--- src/verilog/cw_pkg.sv ---
// Constants, types and decode helpers for charge cycle and watchdog control
// What this block does
// [RULE1] Power-on: default mode, registers at defaults
// [RULE2] Default safety time expiry opens battery switch
// [RULE3] Kick write enters host mode, flag low
// [RULE4] Host disables watchdog or kicks before expiry
// [RULE5] Each kick restarts the watchdog count
// [RULE6] Expiry sets flag, default mode, defaults
// [RULE7] Charge only with enable bit and pin low
// [RULE8] Default voltage, currents, profile and safety time
// [RULE9] Start needs converter, no faults, permit, low battery
// [RULE10] Recharge below target minus selected offset
// [RULE11] Enable toggle after finish starts new cycle
// [RULE12] Terminate on voltage and current, not limited
// [RULE13] Phase code encodes seven charge phases
// [RULE14] Phase change pulses alert low unless masked
// [RULE15] Start phase chosen from battery voltage
// [RULE16] Limit mode: less current, no termination, half rate
// [RULE17] Termination opens switch unless supplement; converter runs
// [RULE18] Termination disable bit prevents any termination
// [RULE19] Top-off keeps charging, code 101 then 110
// [RULE20] Top-off timer pauses and slows with safety timer
// [RULE21] Top-off reset on enable, termination, register reset
// [RULE22] Top-off duration captured at termination detection
// [RULE23] Watchdog periods and alert width are parameters
package cw_pkg;
	localparam int TW = 32;
	localparam int VW = 14;
	localparam int IW = 12;
	localparam int CLK_NS = 10;
	localparam int TICK_NS = 1_000_000;
	localparam int TICK_CYC = TICK_NS / CLK_NS;
	localparam int SAFETY_TENTHS_H = 165;
	localparam int TICKS_PER_TENTH_H = 360_000;
	localparam int SAFETY_TICKS = SAFETY_TENTHS_H * TICKS_PER_TENTH_H;
	localparam int ALERT_NS = 2560;
	localparam int ALERT_CYC = (ALERT_NS + CLK_NS - 1) / CLK_NS;
	localparam int WD_T1_S = 40;
	localparam int WD_T2_S = 80;
	localparam int WD_T3_S = 160;
	localparam int TOP_T1_MIN = 15;
	localparam int TOP_T2_MIN = 30;
	localparam int TOP_T3_MIN = 45;
	localparam int TICKS_PER_S = 1000;
	localparam logic [VW-1:0] CHARGE_VOLTAGE_TARGET_RST = 14'h20d0;
	localparam logic [IW-1:0] ICHG_RST = 12'h3e8;
	localparam logic [IW-1:0] IPRE_RST = 12'h096;
	localparam logic [IW-1:0] ITERM_RST = 12'h096;
	localparam logic [IW-1:0] ISHORT_MA = 12'h046;
	localparam logic [VW-1:0] RECH_OFS_LO = 14'h0064;
	localparam logic [VW-1:0] RECH_OFS_HI = 14'h00c8;
	localparam logic [1:0] WD_SEL_RST = 2'h1;
	localparam logic [1:0] RECH_SEL_RST = 2'h0;
	localparam logic [1:0] TOP_SEL_RST = 2'h0;
	localparam logic CHG_EN_RST = 1'h1;
	localparam logic TERM_EN_RST = 1'h1;
	localparam logic MASK_RST = 1'h0;
	localparam logic TEMP_EN_RST = 1'h1;
	localparam logic [2:0] CODE_IDLE = 3'h0;
	localparam logic [2:0] CODE_TRK = 3'h1;
	localparam logic [2:0] CODE_PRE = 3'h2;
	localparam logic [2:0] CODE_FAST = 3'h3;
	localparam logic [2:0] CODE_TAPER = 3'h4;
	localparam logic [2:0] CODE_TOP = 3'h5;
	localparam logic [2:0] CODE_DONE = 3'h6;

	typedef enum logic [6:0] {
		ST_IDLE  = 7'h01,
		ST_TRK   = 7'h02,
		ST_PRE   = 7'h04,
		ST_FAST  = 7'h08,
		ST_TAPER = 7'h10,
		ST_TOP   = 7'h20,
		ST_DONE  = 7'h40
	} cw_phase_e;

	function automatic logic [2:0] cw_code(input cw_phase_e p);
		unique case (p)
			ST_TRK:   cw_code = CODE_TRK;
			ST_PRE:   cw_code = CODE_PRE;
			ST_FAST:  cw_code = CODE_FAST;
			ST_TAPER: cw_code = CODE_TAPER;
			ST_TOP:   cw_code = CODE_TOP;
			ST_DONE:  cw_code = CODE_DONE;
			default:  cw_code = CODE_IDLE;
		endcase
	endfunction : cw_code

	function automatic logic cw_charging(input cw_phase_e p);
		cw_charging = (p != ST_IDLE) && (p != ST_DONE);
	endfunction : cw_charging

	function automatic logic [TW-1:0] cw_sel_ticks(input logic [1:0] s,
			input int t1, input int t2, input int t3, input int unit);
		unique case (s)
			2'h1:    cw_sel_ticks = TW'(t1 * unit);
			2'h2:    cw_sel_ticks = TW'(t2 * unit);
			2'h3:    cw_sel_ticks = TW'(t3 * unit);
			default: cw_sel_ticks = '0;
		endcase
	endfunction : cw_sel_ticks
endpackage : cw_pkg

--- src/verilog/cw_tmr_if.sv ---
// Control and status bundle between the controller and a tick timer
`timescale 1ns/1ns
interface cw_tmr_if;
	logic                  clr;
	logic                  run;
	logic                  half;
	logic [cw_pkg::TW-1:0] limit;
	logic                  expired;
	modport ctl (output clr, output run, output half, output limit,
		input expired);
	modport tmr (input clr, input run, input half, input limit,
		output expired);
endinterface : cw_tmr_if

--- src/verilog/cw_timer.sv ---
// Pausable tick timer with half-rate counting
`timescale 1ns/1ns
module cw_timer #(
	parameter int P_TICK_CYC = cw_pkg::TICK_CYC
) (
	// Clock and reset
	input  wire logic i_sys_clk,
	input  wire logic i_sys_rst,
	// Timer control
	cw_tmr_if.tmr     t
);
	import cw_pkg::*;
	localparam int PW = (P_TICK_CYC > 1) ? $clog2(P_TICK_CYC) : 1;
	logic [PW-1:0] pre_r;
	logic          half_ph_r;
	logic [TW-1:0] cnt_r;
	logic          step;
	logic          tick;

	generate
		if (P_TICK_CYC < 2) begin : g_chk
			$error("cw_timer: P_TICK_CYC must be at least 2");
		end
	endgenerate

	// Half rate skips every other cycle
	assign step = t.run && (!t.half || half_ph_r);
	assign tick = step && (pre_r == PW'(P_TICK_CYC - 1));
	assign t.expired = (cnt_r == t.limit);

	always_ff @(posedge i_sys_clk or posedge i_sys_rst) begin
		if (i_sys_rst)
			half_ph_r <= 1'b0;
		else if (t.clr)
			half_ph_r <= 1'b0;
		else if (t.run && t.half)
			half_ph_r <= !half_ph_r;
	end

	always_ff @(posedge i_sys_clk or posedge i_sys_rst) begin
		if (i_sys_rst)
			pre_r <= '0;
		else if (t.clr || tick)
			pre_r <= '0;
		else if (step)
			pre_r <= pre_r + PW'(1);
	end

	always_ff @(posedge i_sys_clk or posedge i_sys_rst) begin
		if (i_sys_rst)
			cnt_r <= '0;
		else if (t.clr)
			cnt_r <= '0;
		else if (tick && !t.expired)
			cnt_r <= cnt_r + TW'(1);
	end
endmodule : cw_timer

--- src/verilog/cw_top.sv ---
// Charge cycle sequencing, phase status, alert and watchdog control
`timescale 1ns/1ns
module cw_top #(
	parameter int              P_TICK_CYC     = cw_pkg::TICK_CYC,
	parameter int              P_SAFETY_TICKS = cw_pkg::SAFETY_TICKS,
	parameter int              P_ALERT_CYC    = cw_pkg::ALERT_CYC,
	parameter logic [13:0]     P_VSHORT_MV    = 14'h0bb8,
	parameter logic [13:0]     P_VLOW_MV      = 14'h1770
) (
	// Clock and reset
	input  wire logic                   i_sys_clk,
	input  wire logic                   i_sys_rst,
	// Pin and analog status
	input  wire logic                   i_charge_off_pin,
	input  wire logic                   i_conv_ok,
	input  wire logic                   i_thermistor_fault,
	input  wire logic                   i_reg_limit,
	input  wire logic                   i_supplement,
	input  wire logic [cw_pkg::VW-1:0]  i_vbat_mv,
	input  wire logic [cw_pkg::IW-1:0]  i_ichg_ma,
	// Host writes
	input  wire logic                   i_watchdog_kick,
	input  wire logic                   i_register_reset_bit,
	input  wire logic                   i_cfg_wr,
	input  wire logic                   i_cfg_charge_enable_bit,
	input  wire logic [1:0]             i_cfg_recharge_offset_sel,
	input  wire logic                   i_cfg_termination_enable,
	input  wire logic                   i_cfg_phase_alert_mask,
	input  wire logic [1:0]             i_cfg_watchdog_period_sel,
	input  wire logic [1:0]             i_cfg_topoff_sel,
	input  wire logic                   i_cfg_temp_profile_en,
	input  wire logic [cw_pkg::VW-1:0]  i_cfg_charge_voltage_target,
	input  wire logic [cw_pkg::IW-1:0]  i_cfg_ichg_ma,
	input  wire logic [cw_pkg::IW-1:0]  i_cfg_iprechg_ma,
	input  wire logic [cw_pkg::IW-1:0]  i_cfg_iterm_ma,
	// Status and control out
	output logic [2:0]                  o_charge_phase_code,
	output logic                        o_host_alert_pin_n,
	output logic                        o_battery_switch_on,
	output logic                        o_conv_run,
	output logic                        o_watchdog_expired_flag,
	output logic                        o_host_mode,
	output logic                        o_safety_fault,
	output logic                        o_temp_profile_en,
	output logic [cw_pkg::VW-1:0]       o_charge_voltage_target_mv,
	output logic [cw_pkg::IW-1:0]       o_ichg_target_ma
);
	import cw_pkg::*;

	cw_phase_e      phase_r, phase_nxt;
	logic [2:0]     sync_r;
	logic           off_q_r, off_prev_r;
	logic           host_mode_r, safety_fault_r, rearm_r;
	logic           chg_en_r, term_en_r, mask_r, temp_en_r;
	logic [1:0]     rech_sel_r, wd_sel_r, top_sel_r;
	logic [VW-1:0]  charge_voltage_target_r;
	logic [IW-1:0]  ichg_r, ipre_r, iterm_r;
	logic [TW-1:0]  top_lim_r;
	logic [TW-1:0]  alert_cnt_r;
	logic           permit, start_ok, wd_exp, safety_exp, top_exp;
	logic           term_det, alert_trig;
	logic [VW-1:0]  rech_thr;
	logic [IW-1:0]  iset;
	cw_phase_e      start_ph;

	cw_tmr_if safety_if ();
	cw_tmr_if top_if ();
	cw_tmr_if wd_if ();

	generate
		if (P_VSHORT_MV >= P_VLOW_MV || P_ALERT_CYC < 2) begin : g_chk
			$error("cw_top: bad threshold or alert width parameter");
		end
	endgenerate

	// Charge-off pin: three stages, change taken when last two agree
	always_ff @(posedge i_sys_clk or posedge i_sys_rst) begin
		if (i_sys_rst)
			sync_r <= 3'h7;
		else
			sync_r <= {sync_r[1:0], i_charge_off_pin};
	end

	always_ff @(posedge i_sys_clk or posedge i_sys_rst) begin
		if (i_sys_rst) begin
			off_q_r <= 1'b1;
			off_prev_r <= 1'b1;
		end else begin
			if (sync_r[1] == sync_r[2])
				off_q_r <= sync_r[2];
			off_prev_r <= off_q_r;
		end
	end

	assign permit = chg_en_r && !off_q_r; // [RULE7]
	assign start_ok = i_conv_ok && !i_thermistor_fault &&
		!safety_fault_r && permit; // [RULE9]
	assign rech_thr = charge_voltage_target_r -
		(rech_sel_r[0] ? RECH_OFS_HI : RECH_OFS_LO); // [RULE10]
	// Limit mode and disable bit both hold off termination
	assign term_det = (i_vbat_mv > rech_thr) && (i_ichg_ma < iterm_r) &&
		!i_reg_limit && term_en_r; // [RULE12] [RULE16] [RULE18]
	assign start_ph = (i_vbat_mv < P_VSHORT_MV) ? ST_TRK :
		(i_vbat_mv < P_VLOW_MV) ? ST_PRE : ST_FAST; // [RULE15]

	// Watchdog
	assign wd_if.clr = i_watchdog_kick || !host_mode_r; // [RULE5]
	assign wd_if.run = host_mode_r && (wd_sel_r != 2'h0);
	assign wd_if.half = 1'b0;
	assign wd_if.limit = cw_sel_ticks(wd_sel_r, WD_T1_S, WD_T2_S,
		WD_T3_S, TICKS_PER_S); // [RULE23]
	assign wd_exp = wd_if.run && wd_if.expired;

	// Safety timer, cleared off-charge, paused in supplement, halved in limit
	assign safety_if.clr = !cw_charging(phase_r);
	assign safety_if.run = cw_charging(phase_r) && !i_supplement;
	assign safety_if.half = i_reg_limit; // [RULE16]
	assign safety_if.limit = TW'(P_SAFETY_TICKS); // [RULE2]
	assign safety_exp = safety_if.run && safety_if.expired;

	// Top-off timer follows the safety timer's pause and rate
	assign top_if.clr = i_register_reset_bit ||
		(off_prev_r && !off_q_r) ||
		(phase_r == ST_TAPER && term_det); // [RULE21]
	assign top_if.run = (phase_r == ST_TOP) && !i_supplement; // [RULE20]
	assign top_if.half = i_reg_limit; // [RULE20]
	assign top_if.limit = top_lim_r;
	assign top_exp = top_if.run && top_if.expired;

	cw_timer #(.P_TICK_CYC(P_TICK_CYC)) u_wd (
		.i_sys_clk (i_sys_clk),
		.i_sys_rst (i_sys_rst),
		.t         (wd_if)
	);
	cw_timer #(.P_TICK_CYC(P_TICK_CYC)) u_safety (
		.i_sys_clk (i_sys_clk),
		.i_sys_rst (i_sys_rst),
		.t         (safety_if)
	);
	cw_timer #(.P_TICK_CYC(P_TICK_CYC)) u_top (
		.i_sys_clk (i_sys_clk),
		.i_sys_rst (i_sys_rst),
		.t         (top_if)
	);

	// Reset behaves as a watchdog expiry
	always_ff @(posedge i_sys_clk or posedge i_sys_rst) begin
		if (i_sys_rst) begin
			host_mode_r <= 1'b0; // [RULE1]
			o_watchdog_expired_flag <= 1'b1;
		end else if (wd_exp) begin
			host_mode_r <= 1'b0; // [RULE6]
			o_watchdog_expired_flag <= 1'b1;
		end else if (i_watchdog_kick) begin
			host_mode_r <= 1'b1; // [RULE3]
			o_watchdog_expired_flag <= 1'b0;
		end
	end

	// Settings: defaults on reset, expiry or register reset
	always_ff @(posedge i_sys_clk or posedge i_sys_rst) begin
		if (i_sys_rst) begin
			chg_en_r <= CHG_EN_RST; // [RULE1] [RULE8]
			term_en_r <= TERM_EN_RST;
			mask_r <= MASK_RST;
			temp_en_r <= TEMP_EN_RST;
			rech_sel_r <= RECH_SEL_RST;
			wd_sel_r <= WD_SEL_RST;
			top_sel_r <= TOP_SEL_RST;
			charge_voltage_target_r <= CHARGE_VOLTAGE_TARGET_RST;
			ichg_r <= ICHG_RST;
			ipre_r <= IPRE_RST;
			iterm_r <= ITERM_RST;
		end else if (wd_exp || i_register_reset_bit) begin
			chg_en_r <= CHG_EN_RST; // [RULE6] [RULE8]
			term_en_r <= TERM_EN_RST;
			mask_r <= MASK_RST;
			temp_en_r <= TEMP_EN_RST;
			rech_sel_r <= RECH_SEL_RST;
			wd_sel_r <= WD_SEL_RST;
			top_sel_r <= TOP_SEL_RST;
			charge_voltage_target_r <= CHARGE_VOLTAGE_TARGET_RST;
			ichg_r <= ICHG_RST;
			ipre_r <= IPRE_RST;
			iterm_r <= ITERM_RST;
		end else if (i_cfg_wr && host_mode_r) begin
			chg_en_r <= i_cfg_charge_enable_bit; // [RULE3]
			term_en_r <= i_cfg_termination_enable;
			mask_r <= i_cfg_phase_alert_mask;
			temp_en_r <= i_cfg_temp_profile_en;
			rech_sel_r <= i_cfg_recharge_offset_sel;
			wd_sel_r <= i_cfg_watchdog_period_sel;
			top_sel_r <= i_cfg_topoff_sel;
			charge_voltage_target_r <= i_cfg_charge_voltage_target;
			ichg_r <= i_cfg_ichg_ma;
			ipre_r <= i_cfg_iprechg_ma;
			iterm_r <= i_cfg_iterm_ma;
		end
	end

	// Phase sequencing
	always_comb begin
		phase_nxt = phase_r;
		unique case (phase_r)
			ST_IDLE:
				if (start_ok && (i_vbat_mv < charge_voltage_target_r || rearm_r))
					phase_nxt = start_ph; // [RULE9] [RULE11]
			ST_TRK, ST_PRE, ST_FAST, ST_TAPER, ST_TOP:
				if (!start_ok || safety_exp)
					phase_nxt = ST_IDLE; // [RULE2]
				else if (phase_r == ST_TRK && i_vbat_mv >= P_VSHORT_MV)
					phase_nxt = ST_PRE;
				else if (phase_r == ST_PRE && i_vbat_mv >= P_VLOW_MV)
					phase_nxt = ST_FAST;
				else if (phase_r == ST_FAST && i_vbat_mv >= charge_voltage_target_r)
					phase_nxt = ST_TAPER;
				else if (phase_r == ST_TAPER && term_det)
					phase_nxt = (top_sel_r != 2'h0) ?
						ST_TOP : ST_DONE; // [RULE19]
				else if (phase_r == ST_TOP && top_exp)
					phase_nxt = ST_DONE; // [RULE19]
			ST_DONE:
				if (!permit)
					phase_nxt = ST_IDLE;
				else if (start_ok && i_vbat_mv < rech_thr)
					phase_nxt = start_ph; // [RULE10]
		endcase
	end

	always_ff @(posedge i_sys_clk or posedge i_sys_rst) begin
		if (i_sys_rst)
			phase_r <= ST_IDLE;
		else
			phase_r <= phase_nxt;
	end

	// Finished cycle plus enable toggle re-arms a start
	always_ff @(posedge i_sys_clk or posedge i_sys_rst) begin
		if (i_sys_rst)
			rearm_r <= 1'b0;
		else if (phase_r == ST_DONE && !permit)
			rearm_r <= 1'b1; // [RULE11]
		else if (cw_charging(phase_r))
			rearm_r <= 1'b0;
	end

	// Safety fault holds until charging is toggled off
	always_ff @(posedge i_sys_clk or posedge i_sys_rst) begin
		if (i_sys_rst)
			safety_fault_r <= 1'b0;
		else if (safety_exp)
			safety_fault_r <= 1'b1; // [RULE2]
		else if (!permit)
			safety_fault_r <= 1'b0;
	end

	// Top-off length frozen at termination detection
	always_ff @(posedge i_sys_clk or posedge i_sys_rst) begin
		if (i_sys_rst)
			top_lim_r <= '0;
		else if (phase_r == ST_TAPER && term_det)
			top_lim_r <= cw_sel_ticks(top_sel_r, TOP_T1_MIN, TOP_T2_MIN,
				TOP_T3_MIN, 60 * TICKS_PER_S); // [RULE22]
	end

	// Alert pulse on phase change, completion included
	assign alert_trig = (cw_code(phase_nxt) != o_charge_phase_code) &&
		!mask_r; // [RULE14]

	always_ff @(posedge i_sys_clk or posedge i_sys_rst) begin
		if (i_sys_rst) begin
			alert_cnt_r <= '0;
			o_host_alert_pin_n <= 1'b1;
		end else begin
			if (alert_trig)
				alert_cnt_r <= TW'(P_ALERT_CYC);
			else if (alert_cnt_r != '0)
				alert_cnt_r <= alert_cnt_r - TW'(1);
			o_host_alert_pin_n <= !(alert_trig ||
				alert_cnt_r > TW'(1)); // [RULE14]
		end
	end

	// Current request, reduced under limit
	always_comb begin
		unique case (phase_r)
			ST_TRK:                   iset = ISHORT_MA;
			ST_PRE:                   iset = ipre_r;
			ST_FAST, ST_TAPER, ST_TOP: iset = ichg_r;
			default:                  iset = '0;
		endcase
	end

	always_ff @(posedge i_sys_clk or posedge i_sys_rst) begin
		if (i_sys_rst) begin
			o_charge_phase_code <= CODE_IDLE;
			o_battery_switch_on <= 1'b0;
			o_conv_run <= 1'b0;
			o_host_mode <= 1'b0;
			o_safety_fault <= 1'b0;
			o_temp_profile_en <= TEMP_EN_RST;
			o_charge_voltage_target_mv <= CHARGE_VOLTAGE_TARGET_RST;
			o_ichg_target_ma <= '0;
		end else begin
			o_charge_phase_code <= cw_code(phase_nxt); // [RULE13]
			o_battery_switch_on <= cw_charging(phase_r) ||
				i_supplement; // [RULE17] [RULE2]
			o_conv_run <= 1'b1; // [RULE17]
			o_host_mode <= host_mode_r;
			o_safety_fault <= safety_fault_r;
			o_temp_profile_en <= temp_en_r;
			o_charge_voltage_target_mv <= charge_voltage_target_r;
			o_ichg_target_ma <= i_reg_limit ? (iset >> 1) : iset; // [RULE16]
		end
	end
endmodule : cw_top

--- config.mk ---
export PLATFORM = sky130hd
export DESIGN_NAME = cw_top
export DESIGN_NICKNAME = d
export VERILOG_FILES = /design/src/verilog/cw_pkg.sv /design/src/verilog/cw_tmr_if.sv /design/src/verilog/cw_timer.sv /design/src/verilog/cw_top.sv
export SDC_FILE = /design/constraint.sdc
export NUM_CORES = 1
export LEC_CHECK = 0
export BUFFER_PORTS_ARGS = -buffer_cell sky130_fd_sc_hd__buf_2
export CORE_MARGIN = 2
export CORE_UTILIZATION = 56
export DETAILED_ROUTE_END_ITERATION = 7
export PLACE_DENSITY_LB_ADDON = 0.15
export REMOVE_ABC_BUFFERS = 1
export SYNTH_ARGS = -nofsm -noshare
export SYNTH_HDL_FRONTEND = slang
export SYNTH_SLANG_ARGS = --single-unit
--- constraint.sdc ---
create_clock -name i_sys_clk -period 23 [get_ports i_sys_clk]
set_clock_uncertainty 0.2 [all_clocks]
set_input_delay 3.45 -clock i_sys_clk [delete_from_list [all_inputs] [get_ports i_sys_clk]]
set_output_delay 3.45 -clock i_sys_clk [all_outputs]
set_load 0.03 [all_outputs]
==> results.txt <==
* Overall die width: 172 um
* Design Area, Final: 18000 um2
* Max stage delay on crit path: 0.51 ns
- Type of element capturing the critical path: register
- Setup violations remaining at the end of the flow were counted as 0.
- Summing the sequential cell areas from Yosys gives 47.5% of the chip area.
* Initial Utilization: 56.9%
- Chip Height: 172 um
* GRT Resource Usage Total: 24.1%
- After clock tree synthesis, the setup repair step added 0 buffers.
* Total die area: 29600 um2
- Critical Path, Cell by Cell: buf_2, ha_1, and4_1, a21bo_1, a311oi_1, nor3_2, a2111oi_2, o21ai_1, o311ai_1, or3_1, or4_4, o221ai_4, buf_4, a211oi_1
- Routed metal-1 wirelength: 15900 um
* Number of gates given a new drive strength after cts: 0
- Count of yosys warnings during synthesis: 0
- Number of DRC violations after detailed routing: 0
- The count of nets left with antenna violations once routing finished came out at 0.
- DR WL met3: 1690 um
- Yosys cell types: 85
- Element type at the critical path start: input port
- Minimum hold slack: 0.163 ns
- Number of cell rows: 61
- Detailed routing placed a total of 16200 um of wire on met2.
- Final clock period utilization by the worst path: 30.5%
- Setup repair after global routing left no endpoint under its margin.
* Clock root buffer: clkbuf_16
* Hold WC Path Type: register to register
- The worst hold path passes through 0 cells.
- The number of global-route vias before repair is 12000.
- The first global-routing pass estimated 58200 um of wire.
- Clock-pin slew on the worst setup and hold paths: 0.06 ns
- The initial antenna violation count was 3.
- Worst reg-to-reg setup slack: 17.12 ns
- Number of cells in the finished layout apart from fillers: 2176
* Combinational fraction of design power: 23.8%
- Maximum level of the CTS H-tree: 2
- For the pin with the worst max-slew slack, the measured transition is 1.22 ns.
* Endpoint of the worst hold path: sync_r[1]
- Number of hold violations in the final report: 0
* Nets: 1927
- The placed instances occupy a cell area of 16800 um2.
* Netlist area before placement: 15800 um2
- Part of the total power dissipated in the clock network: 37.3%
- DRT Pass-1 Iters: 5
- Gpl congestion: 0.871
- Number of slew-limit violations in the final report: 0
- Setup slack closes at 15.98 ns.
* CTS Buf Count: 35
- In this run, placement finished with an instance count of 2110.
* Average cell area after synthesis: 9.60 um2
- In this run, the number of DRC markers left after iteration 0 of detailed routing was 771.
* Pwr per Cell Area: 87.6 nW/um2
- Counting flops with a built-in enable in the synthesized netlist gives 0.
- After routing, the total negative slack on setup checks comes to 0 ns.
- TritonCTS built the clock tree.
* Worst slack after detailed placement: 15.54 ns
* Number of standard cells after synthesis: 1646
* Largest driver fanout on the critical path: 33
- Most frequently used flop master after synthesis: dfrtp_1
- For this design the top-level I/O count stands at 132.
- For this run the aggregate overflow at the end of global routing stands at 0.
- After detailed routing, the average wire length per cell comes to 15.8 um.
- Post-route core utilization: 64.9%
- In this run the deepest clock path goes through 3 buffers.
- For this design the static power due to leakage is 8.19 nW.
- Post-detail-place hpwl: 22900 um
- Counting I/O delays and the setup requirement, the final critical path takes 7.02 ns.
- In this run the tool buffered the top-level ports with 130 buffer cells.
- Based on the critical path, the design can be clocked at up to 143 MHz.
- Share of synthesized flip-flops with an asynchronous set or reset: 100%
* Capture point of the worst reg-to-reg path: alert_cnt_r[23]
- The routed layout has 12200 vias.
* Routed wire length: 34300 um
- Floorplan Core Area: 27800 um2
- Worst reg2reg startpoint: rech_sel_r[0]
* Crit path DAT: 7.14 ns
* Total chip power: 1.58 mW
- In the routed layout, each cell is associated on average with a via count of 5.60.
- In the final layout, the share of cells above drive strength 1 is 16.6%.
- Across the run, the number of max-cap violations was 0.
- The worst-case IR drop observed on VDD is 0.0000606 V.
- CTS saw 298 sinks.
- For the worst setup path, the data required time is 23.12 ns.
* Flip-flop and latch count after synthesis: 298
- Clock latency on the worst-skew pair, taken at its later pin, is 0.51 ns.
- The internal portion of the total power is 1.08 mW.
- The startpoint identified for the worst hold timing path is sync_r[0].
- Of the total power, the share spent switching nets is 31.6%.
- Buffers inserted to repair hold after CTS numbered 0.
- Standard cell with the maximum stage delay on the critical path: nor3_2
- The number of cells on the worst reg-to-reg path is 22.
- After detailed routing, no signal wire sits above met5.
* Max transition margin: 18.4%
* Maximum number of pins on one net before global-route repair: 149
- Summed over all nets, the switching power comes to 0.499 mW.
* Synth-to-layout area growth: 14.1%
* Run status: complete, no violations
- Share of total power in sequential cells: 38.9%
- Crit Path Class: input port to register
## synthesized netlist by cell type, types with 4 or more instances
cell,n,area (um2)
buf_2,8,40.0
mux2i_1,14,140
buf_1,4,15.0
inv_1,72,270
a22oi_1,8,60.1
clkbuf_1,38,143
o211ai_1,15,113
nand3_1,66,330
and2_1,5,31.3
a21oi_1,79,395
ha_1,61,763
nor2_1,196,736
o21a_1,4,30.0
dfstp_2,35,920
or3_1,27,169
xnor2_1,63,552
mux2_2,5,56.3
or4_1,10,75.1
nor4b_1,9,78.8
xor2_1,104,911
nor4_1,20,125
nor3_2,35,350
and3_1,33,206
nand4_1,44,275
nand2_1,213,800
nor4bb_1,4,40.0
nand2b_1,18,113
nor3_1,23,115
buf_6,4,45.0
and4_1,9,78.8
and3b_1,4,35.0
a211o_1,4,35.0
nand3b_1,8,60.1
o21ai_0,49,245
o31ai_1,6,45.0
o41ai_1,4,35.0
nor2b_1,9,56.3
dfrtp_1,263,6580
a211oi_1,6,45.0
## logic make-up (layout without fill, tap and decap cells)
family,count (synthesis),in the layout,share of synthesized area (%)
DFF,298,298,47.5
xor gates and xnor gates,167,167,9.26
adders and majority gates,63,63,5.02
buffers and inverters,126,275,3.25
AOI/OAI and AO/OA,217,217,9.15
other,1,4,0.0237
and+or+nand+nor,755,755,24.6
muxes,19,19,1.24
## cells in the final DEF (no fill, tap or decap), drive strengths merged, types with 7 or more instances in the layout
cell    instances
nor4b          11
nand2         213
and4            9
xnor2          63
nor2b           9
nand3          66
ha             61
a21oi          80
dfrtp         263
inv            72
nand3b          8
or3            27
dfstp          35
a22oi           8
o211ai         15
buf           140
nand2b         18
mux2i          14
nor3           58
and3           33
nor2          198
nand4          44
a211oi          7
or4            13
clkbuf         56
nor4           22
o21ai          52
xor2          104
## layer usage
metal | vias to the layer above | track usage [%]
met5 | - | 0
met1 | 5911 | 33.1
met3 | 53 | 4.30
met2 | 269 | 40.1
li1 | 5956 | -
met4 | 2 | 5.52
## how the worst max path moves through the flow
stage | from | end
2_1_floorplan | i_sys_rst | alert_cnt_r[0]
3_3_place_gp | i_vbat_mv[4] | alert_cnt_r[23]
3_5_place_dp | i_vbat_mv[4] | alert_cnt_r[2]
4_1_cts | i_vbat_mv[4] | alert_cnt_r[19]
5_1_grt | i_ichg_ma[2] | alert_cnt_r[23]
6_report | i_vbat_mv[4] | alert_cnt_r[23]
## worst max-delay path: cells and delay by family
family	cells	cell delay, ns
AO/OA/AOI/OAI	7	1.06
adder cells (fa/ha/maj)	1	0.33
buffers and inverters	2	0.63
AND/OR/NAND/NOR	4	1.66
## power groups by stage
stage,Sequential (mW),Combinational (mW),Clock (mW)
after detailed placement,0.623,0.376,0
after floorplan,0.628,0.266,0
final,0.615,0.376,0.589
after global placement,0.620,0.368,0
after CTS,0.614,0.378,0.600
after global routing,0.621,0.420,0.625
## final cells by class
| class | instances | area [um2] |
|---|---|---|
| Clock buffer | 56 | 1080 |
| Multi-Input combinational cell | 1222 | 7800 |
| Antenna cell | 3 | 7.51 |
| Clock inverter | 7 | 160 |
| Inverter | 72 | 278 |
| Tap cell | 378 | 473 |
| Sequential cell | 298 | 7500 |
| Fill cell | 2343 | 9760 |
| Timing Repair Buffer | 140 | 726 |
## sequential cells by signal, summed over array words and instances, names as in the netlist, 2 cells and up
name and count:
iterm_r 12, o_ichg_target_ma 12, sync_r 3, u_safety.pre_r 17
u_top.cnt_r 32, u_wd.pre_r 17, o_charge_phase_code 3, ipre_r 12
wd_sel_r 2, alert_cnt_r 32, top_if.limit 7, charge_voltage_target_r 14
top_sel_r 2, u_safety.cnt_r 32, o_charge_voltage_target_mv 14, ichg_r 12
u_wd.cnt_r 32, phase_r 7, u_top.pre_r 17
No activity file was read; power rests on OpenSTA's default activity.
